File: src/fpi_defines.svh
`ifndef FPI_DEFINES_SVH
`define FPI_DEFINES_SVH

// register byte offsets
`define FPI_OFS_CTRL 8'h00
`define FPI_OFS_STATUS 8'h04
`define FPI_OFS_TAG 8'h08
`define FPI_OFS_CMD 8'h0c
`define FPI_OFS_EXC 8'h10
`define FPI_OFS_OPCODE 8'h14
`define FPI_OFS_IPTR 8'h18
`define FPI_OFS_OPTR 8'h1c
`define FPI_OFS_IRQ_STAT 8'h20
`define FPI_OFS_IRQ_CLR 8'h24
`define FPI_OFS_IRQ_EN 8'h28
// data registers live at 0x40..0x5c, selected by address bits 7:5
`define FPI_DATA_SEL 3'h2
`define FPI_DATA_REGS 8

// reset and initialize values
`define FPI_MASK_ALL 6'h3f
`define FPI_MASK_RESET 6'h3e
`define FPI_RC_NEAREST 2'h0
`define FPI_PC_EXT 2'h3
`define FPI_TAG_EMPTY 16'hffff
`define FPI_TOP_ZERO 3'h0
`define FPI_CC_CLEAR 4'h0
`define FPI_FLAGS_CLEAR 6'h00
`define FPI_FLAGS_RESET 6'h01
`define FPI_IRQ_NONE 3'h0

// field positions
`define FPI_INVALID_BIT 0
`define FPI_CW_IC_BIT 12
`define FPI_SW_BUSY_BIT 15
`define FPI_CMD_INIT_BIT 0
`define FPI_CMD_CLEAR_BIT 1
`define FPI_EXC_SF_BIT 6
`define FPI_IRQ_MASKED_BIT 0
`define FPI_IRQ_ERROR_BIT 1
`define FPI_IRQ_INIT_BIT 2

`endif

File: src/fpi_pkg.sv
package fpi_pkg;
  typedef logic [5:0] fpi_exc_type;
  typedef logic [2:0] fpi_idx_type;
  typedef logic [31:0] fpi_word_type;

  // keep only the flag of highest precedence: lower bit index wins
  function automatic fpi_exc_type fpi_pick_type_fn(input fpi_exc_type det);
    fpi_exc_type one;
    one = '0;
    for (int i = 5; i >= 0; i--) begin
      if (det[i]) begin
        one = '0;
        one[i] = 1'b1;
      end
    end
    return one;
  endfunction
endpackage

File: src/fpi_link_if.sv
interface fpi_link_if;
  import fpi_pkg::*;
  logic det_valid;
  fpi_exc_type det;
  fpi_exc_type masks;
  fpi_exc_type pick;
  logic unmasked;
  logic mem_wr;
  fpi_idx_type mem_wr_idx;
  fpi_word_type mem_wr_data;
  fpi_idx_type mem_rd_idx;
  fpi_word_type mem_rd_data;

  modport core_mp(output det_valid, det, masks, mem_wr, mem_wr_idx, mem_wr_data, mem_rd_idx,
                  input pick, unmasked, mem_rd_data);
  modport exc_mp(input det_valid, det, masks, output pick, unmasked);
  modport mem_mp(input mem_wr, mem_wr_idx, mem_wr_data, mem_rd_idx, output mem_rd_data);
endinterface

File: src/fpi_exc_unit.sv
`include "fpi_defines.svh"

module fpi_exc_unit
  import fpi_pkg::*;
(
  input wire logic clk_sys,
  input wire logic rstn,
  fpi_link_if.exc_mp lnk
);
  // only one exception is reported when several arrive together
  always_comb begin
    lnk.pick = fpi_pick_type_fn(lnk.det);
    lnk.unmasked = |(lnk.pick & ~lnk.masks);
  end

  property p_invalid_wins;
    @(posedge clk_sys) disable iff (!rstn)
    (lnk.det_valid && lnk.det[`FPI_INVALID_BIT]) |-> (lnk.pick == 6'h01);
  endproperty
  a_invalid_wins: assert property (p_invalid_wins) else $error("invalid did not take precedence");

  property p_single_pick;
    @(posedge clk_sys) disable iff (!rstn)
    lnk.det_valid |-> ($onehot(lnk.pick) == (lnk.det != 6'h00)) && ((lnk.pick & ~lnk.det) == 6'h00);
  endproperty
  a_single_pick: assert property (p_single_pick) else $error("more than one exception reported");
endmodule

File: src/fpi_data_mem.sv
`include "fpi_defines.svh"

module fpi_data_mem
  import fpi_pkg::*;
(
  input wire logic clk_sys,
  input wire logic rstn,
  fpi_link_if.mem_mp lnk
);
  fpi_word_type mem [0:`FPI_DATA_REGS-1];

  // array has no reset; contents survive initialize
  always_ff @(posedge clk_sys) begin
    if (lnk.mem_wr) begin
      mem[lnk.mem_wr_idx] <= lnk.mem_wr_data;
    end
  end

  // registered read port, taken in the bus address phase
  always_ff @(posedge clk_sys or negedge rstn) begin
    if (!rstn) begin
      lnk.mem_rd_data <= 32'h0;
    end else begin
      lnk.mem_rd_data <= mem[lnk.mem_rd_idx];
    end
  end
endmodule

File: src/fpi_top.sv
// Design decisions made here: the AHB-Lite register port and the placing of the registers.
`include "fpi_defines.svh"

module fpi_top
  import fpi_pkg::*;
(
  input wire logic clk_sys,
  input wire logic rstn,
  input wire logic hsel,
  input wire logic [31:0] haddr,
  input wire logic [1:0] htrans,
  input wire logic hwrite,
  input wire logic [2:0] hsize,
  input wire logic hready,
  input wire logic [31:0] hwdata,
  output logic [31:0] hrdata,
  output logic hreadyout,
  output logic hresp,
  output logic error_n,
  output logic irq
);
  fpi_link_if lnk();

  // address decode of the data register window
  function automatic logic is_data(input logic [7:0] addr);
    return addr[7:5] == `FPI_DATA_SEL;
  endfunction

  logic addr_ok;
  logic dph_valid;
  logic dph_write;
  logic dph_data;
  logic [7:0] dph_addr;
  logic wr;
  logic wr_ctrl;
  logic wr_tag;
  logic wr_cmd;
  logic wr_exc;
  logic init_cmd;
  logic clr_cmd;
  fpi_exc_type masks;
  logic [1:0] rc;
  logic [1:0] pc;
  fpi_exc_type flags;
  logic sf;
  logic es;
  logic [3:0] cc;
  logic [2:0] top;
  logic [15:0] tags;
  logic [31:0] opcode;
  logic [31:0] iptr;
  logic [31:0] optr;
  logic [2:0] irq_stat;
  logic [2:0] irq_en;
  logic [2:0] irq_ev;
  logic [15:0] ctrl_word;
  logic [15:0] status_word;
  logic [31:0] rdata_q;
  logic [31:0] next_rdata;
  logic after_reset_seen;

  fpi_exc_unit u_exc (
    .clk_sys(clk_sys),
    .rstn(rstn),
    .lnk(lnk.exc_mp)
  );

  fpi_data_mem u_mem (
    .clk_sys(clk_sys),
    .rstn(rstn),
    .lnk(lnk.mem_mp)
  );

  // bus answers in zero wait states, always OKAY; only word transfers are expected
  assign hreadyout = 1'b1;
  assign hresp = 1'b0;
  assign addr_ok = hsel && hready && htrans[1];

  // address phase capture
  always_ff @(posedge clk_sys or negedge rstn) begin
    if (!rstn) begin
      dph_valid <= 1'b0;
      dph_write <= 1'b0;
      dph_data <= 1'b0;
      dph_addr <= 8'h00;
    end else begin
      dph_valid <= addr_ok;
      dph_write <= hwrite;
      dph_data <= is_data(haddr[7:0]);
      dph_addr <= haddr[7:0];
    end
  end

  // write strobes in the data phase
  assign wr = dph_valid && dph_write;
  assign wr_ctrl = wr && (dph_addr == `FPI_OFS_CTRL);
  assign wr_tag = wr && (dph_addr == `FPI_OFS_TAG);
  assign wr_cmd = wr && (dph_addr == `FPI_OFS_CMD);
  assign wr_exc = wr && (dph_addr == `FPI_OFS_EXC);
  assign init_cmd = wr_cmd && hwdata[`FPI_CMD_INIT_BIT];
  assign clr_cmd = wr_cmd && hwdata[`FPI_CMD_CLEAR_BIT];

  // links to the exception unit and the data register memory
  assign lnk.det_valid = wr_exc;
  assign lnk.det = hwdata[5:0];
  assign lnk.masks = masks;
  assign lnk.mem_wr = wr && dph_data && !init_cmd;
  assign lnk.mem_wr_idx = dph_addr[4:2];
  assign lnk.mem_wr_data = hwdata;
  assign lnk.mem_rd_idx = haddr[4:2];

  // control word: reset differs from initialize only in the invalid mask
  always_ff @(posedge clk_sys or negedge rstn) begin
    if (!rstn) begin
      masks <= `FPI_MASK_RESET;
      rc <= `FPI_RC_NEAREST;
      pc <= `FPI_PC_EXT;
    end else if (init_cmd) begin
      masks <= `FPI_MASK_ALL;
      rc <= `FPI_RC_NEAREST;
      pc <= `FPI_PC_EXT;
    end else if (wr_ctrl) begin
      masks <= hwdata[5:0];
      pc <= hwdata[9:8];
      rc <= hwdata[11:10];
    end
  end

  // status word; an exception in the same cycle as a clear keeps its flag
  always_ff @(posedge clk_sys or negedge rstn) begin
    if (!rstn) begin
      flags <= `FPI_FLAGS_RESET;
      es <= 1'b1;
      sf <= 1'b0;
      cc <= `FPI_CC_CLEAR;
      top <= `FPI_TOP_ZERO;
    end else if (init_cmd) begin
      flags <= `FPI_FLAGS_CLEAR;
      es <= 1'b0;
      sf <= 1'b0;
      cc <= `FPI_CC_CLEAR;
      top <= `FPI_TOP_ZERO;
    end else if (lnk.det_valid) begin
      flags <= flags | lnk.pick;
      cc <= hwdata[11:8];
      if (hwdata[`FPI_EXC_SF_BIT]) begin
        sf <= 1'b1;
      end
      if (lnk.unmasked) begin
        es <= 1'b1;
      end
    end else if (clr_cmd) begin
      flags <= `FPI_FLAGS_CLEAR;
      es <= 1'b0;
      sf <= 1'b0;
    end
  end

  // tag word
  always_ff @(posedge clk_sys or negedge rstn) begin
    if (!rstn) begin
      tags <= `FPI_TAG_EMPTY;
    end else if (init_cmd) begin
      tags <= `FPI_TAG_EMPTY;
    end else if (wr_tag) begin
      tags <= hwdata[15:0];
    end
  end

  // saved exception pointers: software loads them, initialize leaves them alone
  always_ff @(posedge clk_sys or negedge rstn) begin
    if (!rstn) begin
      opcode <= 32'h0;
      iptr <= 32'h0;
      optr <= 32'h0;
    end else if (wr && !init_cmd) begin
      if (dph_addr == `FPI_OFS_OPCODE) begin
        opcode <= {21'h0, hwdata[10:0]};
      end
      if (dph_addr == `FPI_OFS_IPTR) begin
        iptr <= hwdata;
      end
      if (dph_addr == `FPI_OFS_OPTR) begin
        optr <= hwdata;
      end
    end
  end

  // error line is the inverted summary bit, a flop, so it cannot glitch
  assign error_n = ~es;

  // interrupt events: masked fix-up, unmasked error, initialize done
  always_comb begin
    irq_ev = `FPI_IRQ_NONE;
    irq_ev[`FPI_IRQ_MASKED_BIT] = lnk.det_valid && !lnk.unmasked && (lnk.det != 6'h00);
    irq_ev[`FPI_IRQ_ERROR_BIT] = lnk.det_valid && lnk.unmasked;
    irq_ev[`FPI_IRQ_INIT_BIT] = init_cmd;
  end

  // sticky status: a new event beats a clear written in the same cycle
  always_ff @(posedge clk_sys or negedge rstn) begin
    if (!rstn) begin
      irq_stat <= `FPI_IRQ_NONE;
    end else if (wr && (dph_addr == `FPI_OFS_IRQ_CLR)) begin
      irq_stat <= (irq_stat & ~hwdata[2:0]) | irq_ev;
    end else begin
      irq_stat <= irq_stat | irq_ev;
    end
  end

  always_ff @(posedge clk_sys or negedge rstn) begin
    if (!rstn) begin
      irq_en <= `FPI_IRQ_NONE;
    end else if (wr && (dph_addr == `FPI_OFS_IRQ_EN)) begin
      irq_en <= hwdata[2:0];
    end
  end

  // registered level, one cycle behind the status bits
  always_ff @(posedge clk_sys or negedge rstn) begin
    if (!rstn) begin
      irq <= 1'b0;
    end else begin
      irq <= |(irq_stat & irq_en);
    end
  end

  // word images; the old infinity-control position is hard zero
  assign ctrl_word = {3'h0, 1'b0, rc, pc, 2'h0, masks};
  assign status_word = {es, cc[3], top, cc[2:0], es, sf, flags};

  // read mux, sampled in the address phase so hrdata leaves a flop
  always_comb begin
    next_rdata = 32'h0;
    case (haddr[7:0])
      `FPI_OFS_CTRL: next_rdata = {16'h0, ctrl_word};
      `FPI_OFS_STATUS: next_rdata = {16'h0, status_word};
      `FPI_OFS_TAG: next_rdata = {16'h0, tags};
      `FPI_OFS_OPCODE: next_rdata = opcode;
      `FPI_OFS_IPTR: next_rdata = iptr;
      `FPI_OFS_OPTR: next_rdata = optr;
      `FPI_OFS_IRQ_STAT: next_rdata = {29'h0, irq_stat};
      `FPI_OFS_IRQ_EN: next_rdata = {29'h0, irq_en};
      default: next_rdata = 32'h0;
    endcase
  end

  always_ff @(posedge clk_sys or negedge rstn) begin
    if (!rstn) begin
      rdata_q <= 32'h0;
    end else if (addr_ok && !hwrite) begin
      rdata_q <= next_rdata;
    end
  end

  assign hrdata = dph_data ? lnk.mem_rd_data : rdata_q;

  // helper marking the first edge after reset release
  always_ff @(posedge clk_sys or negedge rstn) begin
    if (!rstn) begin
      after_reset_seen <= 1'b0;
    end else begin
      after_reset_seen <= 1'b1;
    end
  end

  property p_init_masks;
    @(posedge clk_sys) disable iff (!rstn)
    init_cmd |=> (masks == 6'h3f) && (ctrl_word[5:0] == 6'h3f);
  endproperty
  a_init_masks: assert property (p_init_masks) else $error("masks not all set after initialize");

  property p_init_round;
    @(posedge clk_sys) disable iff (!rstn)
    init_cmd |=> (ctrl_word[11:10] == 2'h0) && (ctrl_word[9:8] == 2'h3);
  endproperty
  a_init_round: assert property (p_init_round) else $error("rounding or precision wrong after initialize");

  property p_init_tags;
    @(posedge clk_sys) disable iff (!rstn)
    init_cmd |=> (tags == 16'hffff) && (status_word[13:11] == 3'h0);
  endproperty
  a_init_tags: assert property (p_init_tags) else $error("tags or stack top wrong after initialize");

  property p_init_status;
    @(posedge clk_sys) disable iff (!rstn)
    init_cmd |=> (status_word == 16'h0000) ##1 ((status_word[7] == 1'b0) || $past(lnk.det_valid && lnk.unmasked));
  endproperty
  a_init_status: assert property (p_init_status) else $error("status word not clear after initialize");

  property p_init_keeps;
    @(posedge clk_sys) disable iff (!rstn)
    init_cmd |=> $stable(opcode) && $stable(iptr) && $stable(optr);
  endproperty
  a_init_keeps: assert property (p_init_keeps) else $error("initialize changed saved pointers");

  property p_no_infinity;
    @(posedge clk_sys) disable iff (!rstn)
    (wr_ctrl && hwdata[`FPI_CW_IC_BIT]) |=> (ctrl_word[`FPI_CW_IC_BIT] == 1'b0);
  endproperty
  a_no_infinity: assert property (p_no_infinity) else $error("infinity control bit stored");

  property p_reset_state;
    @(posedge clk_sys) disable iff (!rstn)
    !after_reset_seen |-> (masks[0] == 1'b0) && flags[0] && es && status_word[`FPI_SW_BUSY_BIT] && !error_n;
  endproperty
  a_reset_state: assert property (p_reset_state) else $error("reset state differs from expected");

  property p_error_until_init;
    @(posedge clk_sys) disable iff (!rstn)
    (!error_n && init_cmd) |=> error_n;
  endproperty
  a_error_until_init: assert property (p_error_until_init) else $error("initialize left error line low");

  property p_error_follows;
    @(posedge clk_sys) disable iff (!rstn)
    (clr_cmd && !lnk.det_valid) |=> error_n ##1 (error_n || $past(wr_exc) || $past(init_cmd));
  endproperty
  a_error_follows: assert property (p_error_follows) else $error("error line stayed low after clear");

  property p_masked_quiet;
    @(posedge clk_sys) disable iff (!rstn)
    (lnk.det_valid && !lnk.unmasked && error_n) |=> error_n && ((flags & $past(lnk.pick)) == $past(lnk.pick));
  endproperty
  a_masked_quiet: assert property (p_masked_quiet) else $error("masked exception signalled host");

  property p_unmasked_error;
    @(posedge clk_sys) disable iff (!rstn)
    (lnk.det_valid && lnk.unmasked) |=> !error_n && status_word[`FPI_SW_BUSY_BIT];
  endproperty
  a_unmasked_error: assert property (p_unmasked_error) else $error("unmasked exception not signalled");

  c_init: cover property (@(posedge clk_sys) disable iff (!rstn) init_cmd ##1 error_n);
  c_masked: cover property (@(posedge clk_sys) disable iff (!rstn) irq_ev[`FPI_IRQ_MASKED_BIT]);
  c_unmasked: cover property (@(posedge clk_sys) disable iff (!rstn) irq_ev[`FPI_IRQ_ERROR_BIT] ##1 !error_n);
  c_irq: cover property (@(posedge clk_sys) disable iff (!rstn) $rose(irq));
endmodule

File: config.mk
export PLATFORM = sky130hd
export DESIGN_NAME = fpi_top
export DESIGN_NICKNAME = d
export VERILOG_FILES = /design/src/fpi_pkg.sv /design/src/fpi_link_if.sv /design/src/fpi_exc_unit.sv /design/src/fpi_data_mem.sv /design/src/fpi_top.sv
export VERILOG_INCLUDE_DIRS = /design/src /design/src/src
export SDC_FILE = /design/constraint.sdc
export NUM_CORES = 1
export LEC_CHECK = 0
export BUFFER_PORTS_ARGS = -buffer_cell sky130_fd_sc_hd__buf_2
export CAP_MARGIN = 20
export CORE_MARGIN = 1
export CORE_UTILIZATION = 44
export DETAILED_ROUTE_END_ITERATION = 10
export PLACE_DENSITY = 0.6
export SLEW_MARGIN = 5
export SYNTH_ARGS = -nofsm -noshare
export SYNTH_HDL_FRONTEND = slang
export SYNTH_HIERARCHICAL = 1
export SYNTH_SLANG_ARGS = --single-unit
export TNS_END_PERCENT = 1
File: constraint.sdc
create_clock -name clk_sys -period 8.45 [get_ports clk_sys]
set_input_delay 0 -clock clk_sys [delete_from_list [all_inputs] [get_ports clk_sys]]
set_output_delay 0 -clock clk_sys [all_outputs]
set_load 0.005 [all_outputs]
==> results of run 1 <==
-- what timing repair did --
action / 4_1_cts / 5_1_grt
endpoints found under the hold margin: 446 / 0
hold buffers: 43 / 0
gates resized for setup: 0 / 0
-- worst max path at each step --
stage / start / end / slack, ps / cells past startpoint
after floorplan: dph_addr[5] / u_mem/mem[4][0] / 4360 / 7
after global placement: dph_addr[6] / u_mem/mem[2][14] / 5200 / 7
after detailed placement: dph_addr[6] / u_mem/mem[2][14] / 5150 / 7
after CTS: dph_addr[6] / u_mem/mem[2][14] / 5140 / 7
after global routing: dph_addr[6] / u_mem/mem[2][15] / 4990 / 7
final: dph_addr[6] / u_mem/mem[2][14] / 5110 / 7
-- cells by family after synthesis --
kind of cell,Yosys count,share of synthesized area [%]
other,2,0.04083
AO/OA/AOI/OAI,81,3.095
AND/OR/NAND/NOR,159,4.775
flip-flops,451,68.50
multiplexers,283,21.57
buffers and inverters,70,2.020
-- power groups by stage --
stage | Clock (uW) | Sequential (uW) | Combinational, uW
floorplan | 0 | 2420 | 123
global route | 2220 | 2390 | 242
detailed placement | 0 | 2430 | 209
global placement | 0 | 2430 | 206
CTS | 2130 | 2390 | 226
finish | 2080 | 2390 | 220
-- critical path, stage by stage (launching register included) --
cell and delay (ps):
dfrtp_1 350, nand4bb_1 470, nor3_1 650, and3_1 570, nor2_1 130, nand2b_1 340
nor2_4 170, buf_4 310
-- synthesized netlist by cell type (7+ instances only) --
library cell  instances  area, um2
buf_4                 7      52.55
buf_1                12      45.04
mux2i_1              72      720.7
mux4_2               24      540.5
dfstp_2              25      656.9
nand2_1              65      244.0
o21ai_0              25      125.1
edfxtp_1            256       7687
dfrtp_1             170       4254
mux2_2              147       1655
mux4_1               40       1051
inv_1                 8      30.03
a211oi_1              7      52.55
buf_6                 9      101.4
buf_2                12      60.06
a22o_1               10      87.58
clkbuf_1             21      78.83
nor3_1               25      125.1
nor2_1               18      67.56
-- cell type report --
| class | count | area share (%) |
|---|---|---|
| Timing Repair Buffer | 141 | 4.706 |
| Sequential cell | 451 | 58.94 |
| Inverter | 9 | 0.1580 |
| Clock buffer | 59 | 6.000 |
| Clock inverter | 31 | 1.417 |
| Multi-Input combinational cell | 525 | 25.66 |
| Tap cell | 532 | 3.114 |
-- layout by cell type (no fill, tap or decap), drive strengths merged, types with 7 or more instances in the layout --
master	n
mux2	147
nor3	25
mux4	64
clkinv	25
edfxtp	256
clkbuf	60
nor2	18
dlygate4sd3	43
nand2	66
dfstp	25
o21ai	25
inv	10
buf	97
nor4	8
mux2i	72
a22o	10
dfrtp	170
a211oi	7
-- routing by layer --
layer,up-vias,wire length (um),global-route usage (%)
met5,-,0,0
met1,5092,18480,27.34
met2,200,19370,31.67
met3,56,1518,3.359
met4,0,864,5.488
li1,4343,-,-
-- registers in the layout, indices dropped and copies added, names as in the netlist, 6 cells and up --
name,count
u_mem/lnk.mem_rd_data,32
dph_addr,8
optr,32
iptr,32
tags,16
flags,6
lnk.masks,6
opcode,11
u_mem/mem,256
rdata_q,32
-- metrics by stage --
| step | instance area [um2] | util, % |
|---|---|---|
| floorplan | 18390 | - |
| global placement | 19330 | 47.13 |
| detailed placement | 19330 | 47.13 |
| CTS | 21350 | 52.05 |
| global route | 21380 | 52.11 |
| finish | 21380 | 52.11 |
==> metrics, run 1 <==
input/output buffers 79; r2r setup slk 5110 ps; max-slew violation count 0; Async SR Flop Fraction 43.24%; Distinct cells, synth 60; overall power 4692 uW; fin cells 1,748; CTS tree done; via count 9,691; post-synthesis cell count 1,046; Reg clk slew, reported paths 60 ps; failing checks design-rule violations; CP Launch Type flop; Clock power frac 44.3%; share of cells above drive strength 1 31.91%; Congestion Overflow GR 0; nets 1,250; Row Count 74; Flop pwr share 51.0%; initial antenna violation count 0; Int Pwr 3681 uW; CTS Sinks 451; peak supply drop 0.0001281 V; unrepaired setup endpoints after global routing false; ant diodes 0; setup repair bufs after CTS 0; area of the multi-input gates 5485 um2; DRC 2; Seq/Total Area, Yosys 68.50%; synthesized area per cell 17.58 um2; fin crit share 39.48%; Comb pwr share 4.7%; Tot GR Track Use 19.60%; status finished, violations left; final setup fails 0; core area 41,020 um2; number of global-route vias before repair 10,050; worst r2r dst u_mem/mem[2][14]; Setup crit end kind flop; GP Congestion 0.7555; Die H 206.5 um; number of DRC markers in iteration 0 564; EDFF count, synth 256; H-tree depth 2; PwrDens 219.5 nW/um2; slew margin rel. 30.65%; CTS root buffer clkbuf_16; Net Count, Synth 1,120; critical path class flop to flop; placed cell count 1,614; measured slew at the worst slew-check pin 1040 ps; final antenna-violating net count 0; Initial Util 44.84%; Hold WC Path Type primary input to asynchronous set/reset pin; Skew-Pair Late Insertion Delay 590 ps; RR Startpoint dph_addr[6]; fmax 299.7 MHz; Max Cap Viol 0; TritonRoute pass-1 iters 9; Setup WS pre-CTS 5155 ps; final hold slack 7.680 ps; WL/cell 23.02 um; switch share 21.55%; Top Ports 110; crit path DAT 3600 ps; clk buf depth 3; Via density 5.544; most common flop cell mapped by yosys edfxtp_1; net switching power 1011 uW; Num CTS Buffers 48; Max FO, Critical Path 24; drt total wl 40,240 um; Final Critical Period 3336 ps; fillers 3,323; reg2reg path depth 7; setup TNS 0 ps; Synth Cell Area 18,390 um2; first-pass GRT wire length 61,420 um; DIE AREA 42,620 um2; register area 12,600 um2; HPWL after DPL 22,480 um; endpoints failing hold 0; data required time of the critical path 8710 ps; P&R area growth vs syn 16.22%; largest net degree at the start of global routing 74; Final Worst Setup Slack 5114 ps; width of the chip 206.5 um; yosys warns 6; FF+latch count, synth 451; Leak 0.008145 uW; Fin Clk Skew 33.39 ps
Note: power is estimated with default switching activity, not from simulation.
==> run 2: changes to the inputs <==
ABC_AREA = 1   (was unset)
clock period = 3.4 ns   (was 8.45 ns; I/O delays follow)
==> metrics, run 2 <==
width of the chip 214.8 um (was 206.5 um); number of global-route vias before repair 13,830 (was 10,050); clk buf depth 3 (unchanged); TritonRoute pass-1 iters 7 (was 9); FF+latch count, synth 451 (unchanged); Tot GR Track Use 21.85% (was 19.60%); reg2reg path depth 9 (was 7); endpoints failing hold 0 (unchanged); H-tree depth 2 (unchanged); crit path DAT 2710 ps (was 3600 ps); drt total wl 49,420 um (was 40,240 um); Fin Clk Skew 34.42 ps (was 33.39 ps); ant diodes 0 (unchanged); Skew-Pair Late Insertion Delay 590 ps (about the same); Initial Util 44.85% (was 44.84%); Seq/Total Area, Yosys 63.24% (was 68.50%); data required time of the critical path 3660 ps (was 8710 ps); fin crit share 71.91% (was 39.48%); Die H 214.8 um (was 206.5 um); r2r setup slk 960 ps (was 5110 ps); status complete, no violations (was finished, violations left); Synth area leaders edfxtp_1 (39%), dfrtp_1 (21%), nand2_1 (14%) (was edfxtp_1 (42%), dfrtp_1 (23%), mux2_2 (9.0%)); Top Ports 110 (unchanged); commonest cells after routing, fill and taps aside nand2_1 (733), inv_1 (356), edfxtp_1 (256), nand3_1 (239), dfrtp_1 (169) (was edfxtp_1 (256), dfrtp_1 (169), mux2_2 (147), buf_2 (76), mux2i_1 (72)); fmax 409.0 MHz (was 299.7 MHz); Commonest cells post-synth nand2_1 (733), inv_1 (356), edfxtp_1 (256) (was edfxtp_1 (256), dfrtp_1 (170), mux2_2 (147)); cell area after layout 22,970 um2 (was 21,380 um2); slew margin rel. 34.55% (was 30.65%); Row Count 77 (was 74); yosys warns 6 (unchanged); grt met1 use 29.73% (was 27.34%); Final Core Density 51.71% (was 52.11%); nets 2,319 (was 1,250); max reg flops 256 (unchanged); Distinct cells, synth 36 (was 60); largest area contributor in the netlist edfxtp_1 (unchanged); Via density 4.954 (was 5.544); met2 usage 35.48% (was 31.67%); max-slew violation count 0 (unchanged); Endpoint, Worst Hold rdata_q[0]; CTS root buffer clkbuf_16 (unchanged); Net Count, Synth 2,221 (was 1,120); unrepaired setup endpoints after global routing false (unchanged); share of cells above drive strength 1 10.46% (was 31.91%); Hold WC Path Type primary input to flop (was primary input to asynchronous set/reset pin); Max Cap Viol 0 (unchanged); register name with the most flops u_mem/mem (unchanged); measured slew at the worst slew-check pin 978.2 ps (was 1040 ps); Final Worst Setup Slack 955.2 ps (was 5114 ps); CTS tree done (unchanged); count leader, synth nand2_1 (was edfxtp_1); HPWL after DPL 30,110 um (was 22,480 um); post-synthesis cell count 2,147 (was 1,046); final antenna-violating net count 0 (unchanged); peak supply drop 0.0004512 V (was 0.0001281 V); grt peak-use layer met2 (unchanged); DIE AREA 46,130 um2 (was 42,620 um2); Congestion Overflow GR 0 (unchanged); worst hold start htrans[1]; number of DRC markers in iteration 0 1,146 (was 564); Leak 0.01092 uW (was 0.008145 uW); Final Critical Period 2445 ps (was 3336 ps); DRC 0 (was 2); most common flop cell mapped by yosys edfxtp_1 (unchanged); RR Startpoint dph_addr[4] (was dph_addr[6]); Setup WS pre-CTS 995.9 ps (was 5155 ps); Max FO, Critical Path 20 (was 24); Reg clk slew, reported paths 60 ps (about the same); commonest non-fill, non-tap cell in the layout nand2_1 (was edfxtp_1); via count 14,250 (was 9,691); largest net degree at the start of global routing 105 (was 74); CP Launch Type flop (unchanged); PwrDens 522.8 nW/um2 (was 219.5 nW/um2); CP startpoint dph_addr[4] (was dph_addr[6]); initial antenna violation count 0 (unchanged); hold path cells 6; Synth Cell Area 19,920 um2 (was 18,390 um2); Async SR Flop Fraction 43.24% (unchanged); DP Area 20,900 um2 (was 19,330 um2); synthesized area per cell 9.278 um2 (was 17.58 um2); share of the synthesized area in the top cell type 38.59% (was 41.80%); input/output buffers 79 (unchanged); WL/cell 17.18 um (was 23.02 um); setup TNS 0 ps (unchanged); GP Congestion 0.8165 (was 0.7555); Setup crit end kind flop (unchanged); P&R area growth vs syn 15.29% (was 16.22%); EDFF count, synth 256 (unchanged); CTS Sinks 451 (unchanged); post-cts repair resize count 0 (unchanged); met3 usage 3.227% (was 3.359%); final setup fails 0 (unchanged); core area 44,410 um2 (was 41,020 um2); worst r2r dst u_mem/mem[7][14] (was u_mem/mem[2][14]); Num CTS Buffers 48 (unchanged); first-pass GRT wire length 78,230 um (was 61,420 um); critical path class flop to flop (unchanged)
run 2: changes by cell type after synthesis, moves of 53 or more:
cell     previous run  this run
mux2_2            147        14
mux2i_1            72         0
nor2_1             18        71
nand2_1            65       733
inv_1               8       356
nand3_1             3       239
o21ai_0            25       108
run 2: how the worst max path moves through the flow:
stage / to / slack [ps] / cells after the start
after CTS: u_mem/mem[7][14] / 970 / 9
final: u_mem/mem[7][14] / 960 / 9
after detailed placement: u_mem/mem[0][30] / 1000 / 9
after floorplan: u_mem/mem[1][0] / 390 / 10
after global routing: u_mem/mem[7][14] / 840 / 9
after global placement: u_mem/mem[1][25] / 1040 / 9
run 2: power by group:
part	internal, uW	total (uW)	switching [uW]	leakage (uW)
clock	3300	5450	2150	0.000775
sequential	5880	5910	31.9	0.00482
combinational	187	644	457	0.00533
total	9370	12000	2640	0.0109
run 2: area by class of cell:
cell class,instances,area [um2]
fillers,4059,21450
clock inverters,24,334.1
well taps,592,740.7
repair buffers,147,1185
flip-flops and latches,451,12600
inverters,362,1360
clock buffers,65,1308
multi-input cells,1235,5439
run 2: per-stage QoR:
stage | hold WS [ps] | instances | power, uW
after global placement | 149.9 | 2745 | 6624
after floorplan | -295.6 | 2147 | 6331
after detailed placement | 148.6 | 2745 | 6634
after CTS | 8.949 | 2876 | 12140
final | 30.93 | 2876 | 12010
after global routing | 56.51 | 2876 | 12430
run 2: worst max-delay path, cell delays in order (launching register included):
cell and delay [ps]:
dfrtp_1 510, nor2_1 100, nand2_1 130, nor2_2 70
nand3_2 60, nand3_1 110, inv_1 100, nand2_1 240
nor2_4 520, buf_12 260
run 2: logic make-up after synthesis:
logic type	Yosys count	synth area share (%)
flops	451	63.24
compound gates	151	3.951
other cells	2	0.03770
buf+inv	461	9.849
simple gates	1068	22.13
mux	14	0.7914
run 2: per-layer routing:
| layer | share of wire, % | vias to the layer above |
|---|---|---|
| met2 | 47 | 429 |
| li1 | - | 6950 |
| met4 | 3.3 | 0 |
| met1 | 44 | 6779 |
| met5 | 0 | - |
| met3 | 5.3 | 90 |
run 2: repair_timing:
action,4_1_cts,5_1_grt
hold buffers,42,0
hold endpoints to repair,482,0
setup buffers,0,0
